--- src/logic/afx_pkg.sv ---
// Purpose: shared constants and carriers of the oversampling filter block
// Assumes: twelve-bit converter results, two filter instances
// Notes: offsets are word byte addresses on the plain register port
package afx_pkg;

	localparam int AFX_NUM_FILT   = 2;
	localparam int AFX_NUM_IN     = 8;
	localparam int AFX_SAMPLE_W   = 12;
	localparam int AFX_ACC_W      = 20;
	localparam int AFX_RES_W      = 16;
	localparam int AFX_ADDR_W     = 8;
	localparam int AFX_CNT_W      = 9;

	// register offsets
	localparam logic [7:0] AFX_OFS_FILT0 = 8'h00;
	localparam logic [7:0] AFX_OFS_FILT1 = 8'h04;
	localparam logic [7:0] AFX_OFS_CTL2  = 8'h08;
	localparam logic [7:0] AFX_OFS_GCFG  = 8'h0c;

	// filter_control_and_result fields
	localparam int AFX_B_ENABLE   = 31;
	localparam int AFX_B_RES16    = 30;
	localparam int AFX_B_MODE     = 29;
	localparam int AFX_B_RATIO_HI = 28;
	localparam int AFX_B_RATIO_LO = 26;
	localparam int AFX_B_GIRQ     = 25;
	localparam int AFX_B_READY    = 24;
	localparam int AFX_B_SEL_HI   = 20;
	localparam int AFX_B_SEL_LO   = 16;
	localparam int AFX_B_RES_HI   = 15;

	// converter_control_two and global config fields
	localparam int AFX_B_SAMPLE_TIME_COUNT_HI  = 25;
	localparam int AFX_B_SAMPLE_TIME_COUNT_LO  = 16;
	localparam int AFX_B_FRACTIONAL_FORMAT    = 0;

	localparam logic [31:0] AFX_RST_FILT = 32'h0000_0000;
	localparam logic [9:0]  AFX_RST_SAMPLE_TIME_COUNT = 10'h000;
	localparam logic        AFX_RST_FRAC = 1'b0;

	localparam logic AFX_MODE_OVERSAMPLE = 1'b0;
	localparam logic AFX_MODE_AVERAGE    = 1'b1;

	typedef struct packed {
		logic       enable;
		logic       res16;
		logic       mode;
		logic [2:0] ratio;
		logic       girq;
		logic [4:0] sel;
	} afx_cfg_t;

	typedef struct packed {
		logic                    valid;
		logic [4:0]              src;
		logic [AFX_SAMPLE_W-1:0] data;
	} afx_conv_t;

endpackage

--- src/logic/afx_filter.sv ---
// Purpose: one accumulate-and-decimate filter channel
// Assumes: results of the selected input arrive as one-cycle valid pulses
// Notes: conversion pacing is left to the converter sequencer
`timescale 1ns/10ps
`default_nettype none
module afx_filter
	import afx_pkg::*;
(
	// clock and reset
	input  wire logic                   clk,
	input  wire logic                   rst_n,
	// configuration
	input  wire afx_pkg::afx_cfg_t      cfg,
	input  wire logic                   frac,
	input  wire logic                   allow,
	// converter side
	input  wire logic                   trig,
	input  wire afx_pkg::afx_conv_t     conv,
	// status
	output logic                        busy,
	output logic                        pending,
	output logic                        force_trig,
	output logic                        done,
	output logic [AFX_RES_W-1:0]        result_q
);
	import afx_pkg::*;

	typedef enum logic [2:0] {
		AFX_S_IDLE = 3'b001,
		AFX_S_HOLD = 3'b010,
		AFX_S_RUN  = 3'b100
	} afx_state_t;

	afx_state_t             state_q;
	logic [AFX_ACC_W-1:0]   acc_q;
	logic [AFX_CNT_W-1:0]   left_q;
	logic [3:0]             log2_n;
	logic                   take;
	logic                   last;
	logic [AFX_ACC_W-1:0]   sum;
	logic [AFX_ACC_W-1:0]   os_val;
	logic [AFX_ACC_W-1:0]   av_val;

	// 0..3 give 4,16,64,256; upper codes give 2,8,32,128 for averaging use
	function automatic logic [3:0] afx_log2(input logic [2:0] r);
		afx_log2 = r[2] ? {r[1:0], 1'b0} + 4'h1 : {r[1:0], 1'b0} + 4'h2;
	endfunction

	assign log2_n = afx_log2(cfg.ratio);
	assign take   = (state_q == AFX_S_RUN) && conv.valid && (conv.src == cfg.sel);
	assign last   = take && (left_q == 9'h001);
	assign sum    = acc_q + AFX_ACC_W'(conv.data);
	// extra bits = half the ratio exponent, so drop the other half
	assign os_val = sum >> (log2_n - (log2_n >> 1));
	assign av_val = sum >> log2_n;

	assign busy       = (state_q == AFX_S_RUN);
	assign pending    = (state_q == AFX_S_HOLD);
	assign force_trig = busy;

	always_ff @(posedge clk) begin
		if (!rst_n || !cfg.enable) begin
			state_q <= AFX_S_IDLE;
		end else begin
			unique case (state_q)
				AFX_S_IDLE: begin
					if (trig) begin
						state_q <= allow ? AFX_S_RUN : AFX_S_HOLD;
					end
				end
				AFX_S_HOLD: begin
					if (allow) begin
						state_q <= AFX_S_RUN;
					end
				end
				AFX_S_RUN: begin
					if (last) begin
						state_q <= AFX_S_IDLE;
					end
				end
			endcase
		end
	end

	always_ff @(posedge clk) begin
		if (!rst_n) begin
			acc_q  <= '0;
			left_q <= '0;
		end else if (state_q != AFX_S_RUN) begin
			acc_q  <= '0;
			left_q <= AFX_CNT_W'(10'h001 << log2_n);
		end else if (take) begin
			acc_q  <= sum;
			left_q <= left_q - 9'h001;
		end
	end

	always_ff @(posedge clk) begin
		if (!rst_n) begin
			result_q <= '0;
			done     <= 1'b0;
		end else begin
			done <= last;
			if (last) begin
				if (cfg.mode == AFX_MODE_OVERSAMPLE) begin
					result_q <= os_val[AFX_RES_W-1:0];
				end else if (frac && cfg.res16) begin
					result_q <= {av_val[AFX_SAMPLE_W-1:0], 4'h0};
				end else begin
					result_q <= av_val[AFX_RES_W-1:0];
				end
			end
		end
	end

endmodule
`default_nettype wire

--- src/logic/afx_top.sv ---
// Purpose: two-channel oversampling and averaging filter beside a shared converter
// Assumes: lower input number means higher conversion priority
// Notes: timing of each sample (sample time plus conversion) is paced by the converter
// Function
// - Two independent filters, each with own configuration, result and ready flag.
// - Each filter is an accumulator followed by a decimator acting as low-pass.
// - Ratios 4,16,64,256 give one to four extra bits, 13 to 16 bits.
// - Averaging mode divides the accumulated sum by the sample count.
// - Only shared-class inputs 0 to 7 may feed a filter.
// - During a burst higher-priority inputs proceed, lower ones are held pending.
// - Ratio field at bits 28:26 selects number of samples per result.
// - Bit 29 selects mode; zero means oversampling.
// - Bit 30 sets averaged output resolution in fractional format.
// - Burst samples use the ten-bit sample time in bits 25:16 of control two.
// - Input select at bits 20:16 names the oversampled input.
// - Bit 25 ORs the completion event into the global converter interrupt.
// - Bit 31 enables the filter; cleared, it neither accumulates nor retriggers.
// - Input trigger clears the accumulator and starts the first conversion.
// - During a burst trigger is forced level-sensitive and held asserted.
// - Sample spacing is sample time plus conversion time; retriggers reuse it.
// - At the end the 16-bit result lands in 15:0 and ready bit 24 sets.
// - Burst blocks lower shared and dedicated-scan triggers; software avoids higher ones.
// - With two filters the higher-priority input finishes its burst first.
//
// The placing of the registers and the address-and-strobe port are this design's own decisions.
`timescale 1ns/10ps
`default_nettype none
module afx_top
	import afx_pkg::*;
(
	// clock and reset
	input  wire logic                          clk,
	input  wire logic                          rst_n,
	// register port
	input  wire logic [afx_pkg::AFX_ADDR_W-1:0] reg_addr,
	input  wire logic [31:0]                   reg_wdata,
	input  wire logic                          reg_wr,
	input  wire logic                          reg_rd,
	output logic [31:0]                        reg_rdata,
	// converter sequencing side
	input  wire logic [afx_pkg::AFX_NUM_IN-1:0] in_trig,
	input  wire afx_pkg::afx_conv_t            conv,
	output logic [afx_pkg::AFX_NUM_IN-1:0]     force_trig,
	output logic [afx_pkg::AFX_NUM_IN-1:0]     force_level,
	output logic [afx_pkg::AFX_NUM_IN-1:0]     hold_shared,
	output logic                               hold_scan,
	output logic [9:0]                         sample_time_count,
	output logic                               fractional_format,
	// global interrupt contribution
	output logic                               global_irq_evt
);
	import afx_pkg::*;

	afx_cfg_t                 cfg_q      [AFX_NUM_FILT];
	logic                     ready_q    [AFX_NUM_FILT];
	logic [AFX_RES_W-1:0]     result     [AFX_NUM_FILT];
	logic                     busy       [AFX_NUM_FILT];
	logic                     pend       [AFX_NUM_FILT];
	logic                     frc        [AFX_NUM_FILT];
	logic                     done       [AFX_NUM_FILT];
	logic                     allow      [AFX_NUM_FILT];
	logic                     trig       [AFX_NUM_FILT];
	logic                     sel_ok     [AFX_NUM_FILT];
	logic [AFX_NUM_IN-1:0]    below_mask [AFX_NUM_FILT];
	logic [AFX_NUM_IN-1:0]    own_mask   [AFX_NUM_FILT];
	logic [9:0]               sample_time_count_q;
	logic                     frac_q;
	logic [31:0]              rdata_d;
	logic [AFX_NUM_FILT-1:0]  irq_vec;

	// one-hot of a valid input number, zero for numbers above the shared range
	function automatic logic [AFX_NUM_IN-1:0] afx_onehot(input logic [4:0] s);
		afx_onehot = (s < 5'(AFX_NUM_IN)) ? AFX_NUM_IN'(1) << s[2:0] : '0;
	endfunction

	// every input with a higher number, i.e. lower priority
	function automatic logic [AFX_NUM_IN-1:0] afx_below(input logic [4:0] s);
		afx_below = (s < 5'(AFX_NUM_IN)) ? ~((AFX_NUM_IN'(2) << s[2:0]) - AFX_NUM_IN'(1)) : '0;
	endfunction

	function automatic logic [7:0] afx_filt_ofs(input int i);
		afx_filt_ofs = (i == 0) ? AFX_OFS_FILT0 : AFX_OFS_FILT1;
	endfunction

	function automatic afx_cfg_t afx_cfg_of(input logic [31:0] w);
		afx_cfg_t c;
		c.enable = w[AFX_B_ENABLE];
		c.res16  = w[AFX_B_RES16];
		c.mode   = w[AFX_B_MODE];
		c.ratio  = w[AFX_B_RATIO_HI:AFX_B_RATIO_LO];
		c.girq   = w[AFX_B_GIRQ];
		c.sel    = w[AFX_B_SEL_HI:AFX_B_SEL_LO];
		afx_cfg_of = c;
	endfunction

	function automatic logic [31:0] afx_word_of(input afx_cfg_t c, input logic rdy,
	                                            input logic [AFX_RES_W-1:0] r);
		logic [31:0] w;
		w                                 = '0;
		w[AFX_B_ENABLE]                   = c.enable;
		w[AFX_B_RES16]                    = c.res16;
		w[AFX_B_MODE]                     = c.mode;
		w[AFX_B_RATIO_HI:AFX_B_RATIO_LO]  = c.ratio;
		w[AFX_B_GIRQ]                     = c.girq;
		w[AFX_B_READY]                    = rdy;
		w[AFX_B_SEL_HI:AFX_B_SEL_LO]      = c.sel;
		w[AFX_B_RES_HI:0]                 = r;
		afx_word_of = w;
	endfunction

	// converter_control_two sample time and global fractional format
	always_ff @(posedge clk) begin
		if (!rst_n) begin
			sample_time_count_q <= AFX_RST_SAMPLE_TIME_COUNT;
			frac_q <= AFX_RST_FRAC;
		end else if (reg_wr) begin
			if (reg_addr == AFX_OFS_CTL2) begin
				sample_time_count_q <= reg_wdata[AFX_B_SAMPLE_TIME_COUNT_HI:AFX_B_SAMPLE_TIME_COUNT_LO];
			end
			if (reg_addr == AFX_OFS_GCFG) begin
				frac_q <= reg_wdata[AFX_B_FRACTIONAL_FORMAT];
			end
		end
	end

	// first and retriggered samples alike use this sample time
	assign sample_time_count = sample_time_count_q;
	assign fractional_format = frac_q;

	genvar gi;
	generate
		for (gi = 0; gi < AFX_NUM_FILT; gi++) begin : g_filt

			always_ff @(posedge clk) begin
				if (!rst_n) begin
					cfg_q[gi] <= afx_cfg_of(AFX_RST_FILT);
				end else if (reg_wr && reg_addr == afx_filt_ofs(gi)) begin
					cfg_q[gi] <= afx_cfg_of(reg_wdata);
				end
			end

			// ready is cleared by reading the register; a completion in the
			// same cycle as the read wins so no result is lost
			always_ff @(posedge clk) begin
				if (!rst_n) begin
					ready_q[gi] <= 1'b0;
				end else if (done[gi]) begin
					ready_q[gi] <= 1'b1;
				end else if (reg_rd && reg_addr == afx_filt_ofs(gi)) begin
					ready_q[gi] <= 1'b0;
				end
			end

			assign own_mask[gi]   = afx_onehot(cfg_q[gi].sel);
			assign sel_ok[gi]     = |own_mask[gi];
			assign trig[gi]       = sel_ok[gi] && |(in_trig & own_mask[gi]);
			assign below_mask[gi] = (busy[gi] || pend[gi]) ? afx_below(cfg_q[gi].sel) : '0;
			assign irq_vec[gi]    = done[gi] && cfg_q[gi].girq;

			afx_filter u_filt (
				.clk        (clk),
				.rst_n      (rst_n),
				.cfg        (cfg_q[gi]),
				.frac       (frac_q),
				.allow      (allow[gi]),
				.trig       (trig[gi]),
				.conv       (conv),
				.busy       (busy[gi]),
				.pending    (pend[gi]),
				.force_trig (frc[gi]),
				.done       (done[gi]),
				.result_q   (result[gi])
			);
		end
	endgenerate

	// shared converter arbitration between the two filters: a filter whose
	// input ranks lower waits while the other one runs; on equal inputs the
	// first instance keeps precedence and may start even while the second one runs
	always_comb begin
		// a trigger that reaches both filters at one edge must not start two
		// bursts: the other filter's trigger counts as a claim on the converter
		allow[0] = !(busy[1] && (cfg_q[1].sel < cfg_q[0].sel)) &&
		           !(trig[1] && cfg_q[1].enable && (cfg_q[1].sel < cfg_q[0].sel));
		allow[1] = !(busy[0] && (cfg_q[0].sel <= cfg_q[1].sel)) &&
		           !(pend[0] && (cfg_q[0].sel <= cfg_q[1].sel)) &&
		           !(trig[0] && cfg_q[0].enable && (cfg_q[0].sel <= cfg_q[1].sel));
	end

	// retrigger requests and blocking masks towards the sequencer
	always_comb begin
		force_trig  = '0;
		hold_shared = '0;
		hold_scan   = 1'b0;
		for (int i = 0; i < AFX_NUM_FILT; i++) begin
			if (frc[i]) begin
				force_trig = force_trig | own_mask[i];
			end
			hold_shared = hold_shared | below_mask[i];
			hold_scan   = hold_scan | busy[i] | pend[i];
		end
		// an input under its own burst must never be held off by the other filter
		for (int i = 0; i < AFX_NUM_FILT; i++) begin
			if (busy[i]) begin
				hold_shared = hold_shared & ~own_mask[i];
			end
		end
	end

	// level sensitivity is forced exactly while the retrigger is held
	assign force_level = force_trig;

	// one pulse per cycle in which a filter that is included globally completes
	assign global_irq_evt = |irq_vec;

	// read mux; unmapped offsets read as zero
	always_comb begin
		rdata_d = '0;
		unique case (reg_addr)
			AFX_OFS_FILT0: rdata_d = afx_word_of(cfg_q[0], ready_q[0], result[0]);
			AFX_OFS_FILT1: rdata_d = afx_word_of(cfg_q[1], ready_q[1], result[1]);
			AFX_OFS_CTL2: begin
				rdata_d[AFX_B_SAMPLE_TIME_COUNT_HI:AFX_B_SAMPLE_TIME_COUNT_LO] = sample_time_count_q;
			end
			AFX_OFS_GCFG: begin
				rdata_d[AFX_B_FRACTIONAL_FORMAT] = frac_q;
			end
			default: rdata_d = '0;
		endcase
	end

	// read data stand only in the cycle after the strobe
	always_ff @(posedge clk) begin
		if (!rst_n) begin
			reg_rdata <= '0;
		end else if (reg_rd) begin
			reg_rdata <= rdata_d;
		end else begin
			reg_rdata <= '0;
		end
	end

endmodule
`default_nettype wire

--- config.mk ---
export PLATFORM = sky130hd
export DESIGN_NAME = afx_top
export DESIGN_NICKNAME = d
export VERILOG_FILES = /design/src/logic/afx_pkg.sv /design/src/logic/afx_filter.sv /design/src/logic/afx_top.sv
export SDC_FILE = /design/constraint.sdc
export NUM_CORES = 1
export LEC_CHECK = 0
export ABC_CLOCK_PERIOD_IN_PS = 9300
export BUFFER_PORTS_ARGS = -buffer_cell sky130_fd_sc_hd__buf_2
export CORE_AREA = 5 5 166 168
export DETAILED_ROUTE_END_ITERATION = 16
export DIE_AREA = 0 0 171 173
export PLACE_DENSITY = 0.74
export SLEW_MARGIN = 40
export SYNTH_ARGS = -nofsm -noshare
export SYNTH_HDL_FRONTEND = slang
export SYNTH_SLANG_ARGS = --single-unit
--- constraint.sdc ---
create_clock -name clk -period 9.3 [get_ports clk]
set_clock_uncertainty 0.1 [all_clocks]
set_input_delay 2.79 -clock clk [delete_from_list [all_inputs] [get_ports clk]]
set_output_delay 2.79 -clock clk [all_outputs]
set_load 0.005 [all_outputs]
==> run_results.csv <==
group,metric,value,unit
sta,hold_viol_final,0,
routing,drtIter0Drc,1749,
final_layout,final_cell_mix,"nand2_1 (191), nor2_1 (189), a21oi_1 (148)",
synthesis,syn_avg_cell_area,7.63,um2
sta,fmax,160,MHz
global_routing,grt_pass1_vias,13600,
global_routing,grt_max_degree,47,
floorplan,die_area,29600,um2
cts,clk_latency,0.45,ns
synthesis,seq_area_frac_synth,25.8,%
worst_setup_path,crit_type,"in -> reg",
routing,via_count,14600,
pwr,powerDensity,132,nW/um2
worst_setup_path,cp.arrival,6.46,ns
synthesis,ys.flop_type,"dfxtp_1",
cts,cts_resized,0,
cts,cts_made_buffers,17,
sta,final-max-slew-violation-count,0,
synthesis,syn_inst,1822,
worst_setup_path,path_cells,"buf_2 > ha_1 > inv_1 > fa_1 > nand2b_2 > a211oi_4 > o21ai_0 > a211o_1 > mux2i_1 > a21boi_0 > nor3_1 > nor2_1 > a2111oi_1 > nor2_1",
pwr,ir_drop,137,uV
cts,holdBufCountCts,0,
sta,setup_viol,0,
placed_design,portBuffers,122,
sta,rsz0062_at_grt,"no",
sta,fin_crit_sh,67.2,%
synthesis,synth_edf_count,25,
global_routing,grt_first_pass_wirelength,72900,um
floorplan,die_w,171,um
cts,cts_buffer_depth,2,
status,outcome,"finished, final reports clean",
synthesis,syn_area,13900,um2
hold_path,hp-class,"reg -> reg",
cts,cts_tree,"built",
cts,clkTransAtPathRegs,0.07,ns
routing,viasPerCell,6.62,
floorplan,coreArea,25800,um2
cts,cts-root-buf,"clkbuf_16",
floorplan,io_pins,139,
placed_design,dpl.hpwl,34300,um
worst_setup_path,critPathSlowestCell,"a2111oi_1",
sta,setup_tns,0,ns
worst_setup_path,endpoint_kind,"flip-flop",
floorplan,dieHeight,173,um
synthesis,synth-warning-count,0,
worst_setup_path,crit_top_cell,"nor2_1",
worst_setup_path,start_kind,"input pin",
floorplan,initial_core_util,54.0,%
final_layout,area_growth,9.51,%
worst_setup_path,path_buf_inv,2,
pwr,power.leakage,5.85,nW
routing,wirelength,46300,um
cts,h-tree-depth,4,
final_layout,final_common_cell,"nand2_1",
routing,avgRoutedWirePerCell,21.0,um
placed_design,placed_cells,2168,
routing,postRouteAntennaNets,0,
synthesis,synth_top_area_cell,"dfxtp_1",
floorplan,num_rows,59,
synthesis,synthArstFlopShare,0,%
worst_setup_path,cpPeakStageDelay,0.57,ns
final_layout,stdcell_count,2201,
global_routing,grt_usage,30.0,%
synthesis,netlist_top_cells_area,"dfxtp_1 (20%), edfxtp_1 (5.4%), a21oi_1 (5.4%)",
global_routing,antenna_found_initial,1,
job,drv_cap,0,
sta,worst_pin_slew,0.932,ns
cts,cts_sinks,167,
final_layout,drive_above_1_share,14.0,%
synthesis,yosysUniqueCellTypes,100,
global_routing,overflow,0,
worst_setup_path,critical-path-top-delay-family,"compound AO/OA/AOI/OAI gates",
routing,first_pass_iters,6,
synthesis,synth_top_area_share,20.4,%
worst_setup_path,worst_ep_required_time,9.51,ns
synthesis,ys_ff_latch,167,
sta,slew_headroom,37.2,%
sta,finalCriticalPeriod,6.25,ns
final_layout,fin_nets,1976,
routing,drcViolationCount,0,
worst_setup_path,crit_path_max_fanout,7,
placed_design,gp_congestion,1.05,
cts,postCtsSetupBuffers,0,
synthesis,synth_nets,1946,
layer usage:
layer | GRT usage (%) | part of all wire, % | vias up
met4 | 15.3 | 5.3 | 0
li1 | - | - | 6808
met5 | 0 | 0 | -
met2 | 48.0 | 47 | 744
met1 | 39.2 | 41 | 6840
met3 | 4.13 | 7.0 | 170
synth_stat cells (29+ instances only):
library cell  count
nand3_1          48
nor3_1           48
and2_1           41
mux2i_1          73
a211oi_1         29
inv_1            43
a21oi_1         149
nand2_1         194
dfxtp_1         142
xnor2_1          41
ha_1             50
clkbuf_1         99
o21ai_0         116
nor2_1          191
a31oi_1          36
state kept, by name, summed over array words and instances, names as in the netlist:
register / count
cfg_q: 24
fractional_format: 1
g_filt.u_filt.acc_q: 40
g_filt.u_filt.done: 2
g_filt.u_filt.left_q: 18
g_filt.u_filt.result_q: 32
g_filt.u_filt.state_q: 6
ready_q: 2
reg_rdata: 32
sample_time_count: 10
cell families after synthesis:
family	synth area share, %
other	0.0270
DFF	25.8
AOI/OAI and AO/OA	28.7
xor gates and xnor gates	4.08
and+or+nand+nor	22.9
buffers and inverters	5.40
adders and majority gates	5.07
muxes	7.90
path summary, 6_finish.rpt:
path,startpoint,end,slack (ns),cells past startpoint
worst min register to register,g_filt[0].u_filt.acc_q[6],g_filt[0].u_filt.acc_q[6],0.35,2
worst min-delay path,g_filt[0].u_filt.acc_q[6],g_filt[0].u_filt.acc_q[6],0.35,2
worst max register to register,cfg_q[1][7],g_filt[1].u_filt.result_q[9],4.00,12
worst max-delay path,conv[0],g_filt[0].u_filt.result_q[0],3.05,14
power by group:
part	switching (mW)	total (mW)	internal (mW)
Combinational	0.320	0.487	0.167
Clock	0.373	0.767	0.394
Sequential	0.0177	0.758	0.740
Total	0.711	2.01	1.30
final cells by class:
type / instances / area [um2]
clock inverters: 15 / 200
inverters: 47 / 176
well taps: 335 / 419
diodes: 1 / 2.50
repair buffers: 145 / 783
multi-input cells: 1474 / 9630
fillers: 2386 / 10500
flip-flops and latches: 167 / 3590
clock buffers: 17 / 425
tightest hold or removal path, delay by kind of cell (launching register included):
kind,cells,cell delay [ns]
AOI/OAI and AO/OA,1,0.05
and+or+nand+nor,1,0.05
DFF,1,0.31
per-stage QoR:
stage	util [%]	instance area [um2]	worst slack [ns]	power (mW)	hold slack [ns]
4_1_cts	59.0	15200	3.14	2.00	0.357
6_report	59.1	15200	3.05	2.01	0.355
2_1_floorplan	-	13900	3.53	1.12	0.336
5_1_grt	59.1	15200	2.90	2.09	0.386
3_3_place_gp	56.4	14500	2.48	1.23	0.344
3_5_place_dp	56.6	14600	2.69	1.24	0.347
Note: power is estimated with default switching activity, not from simulation.
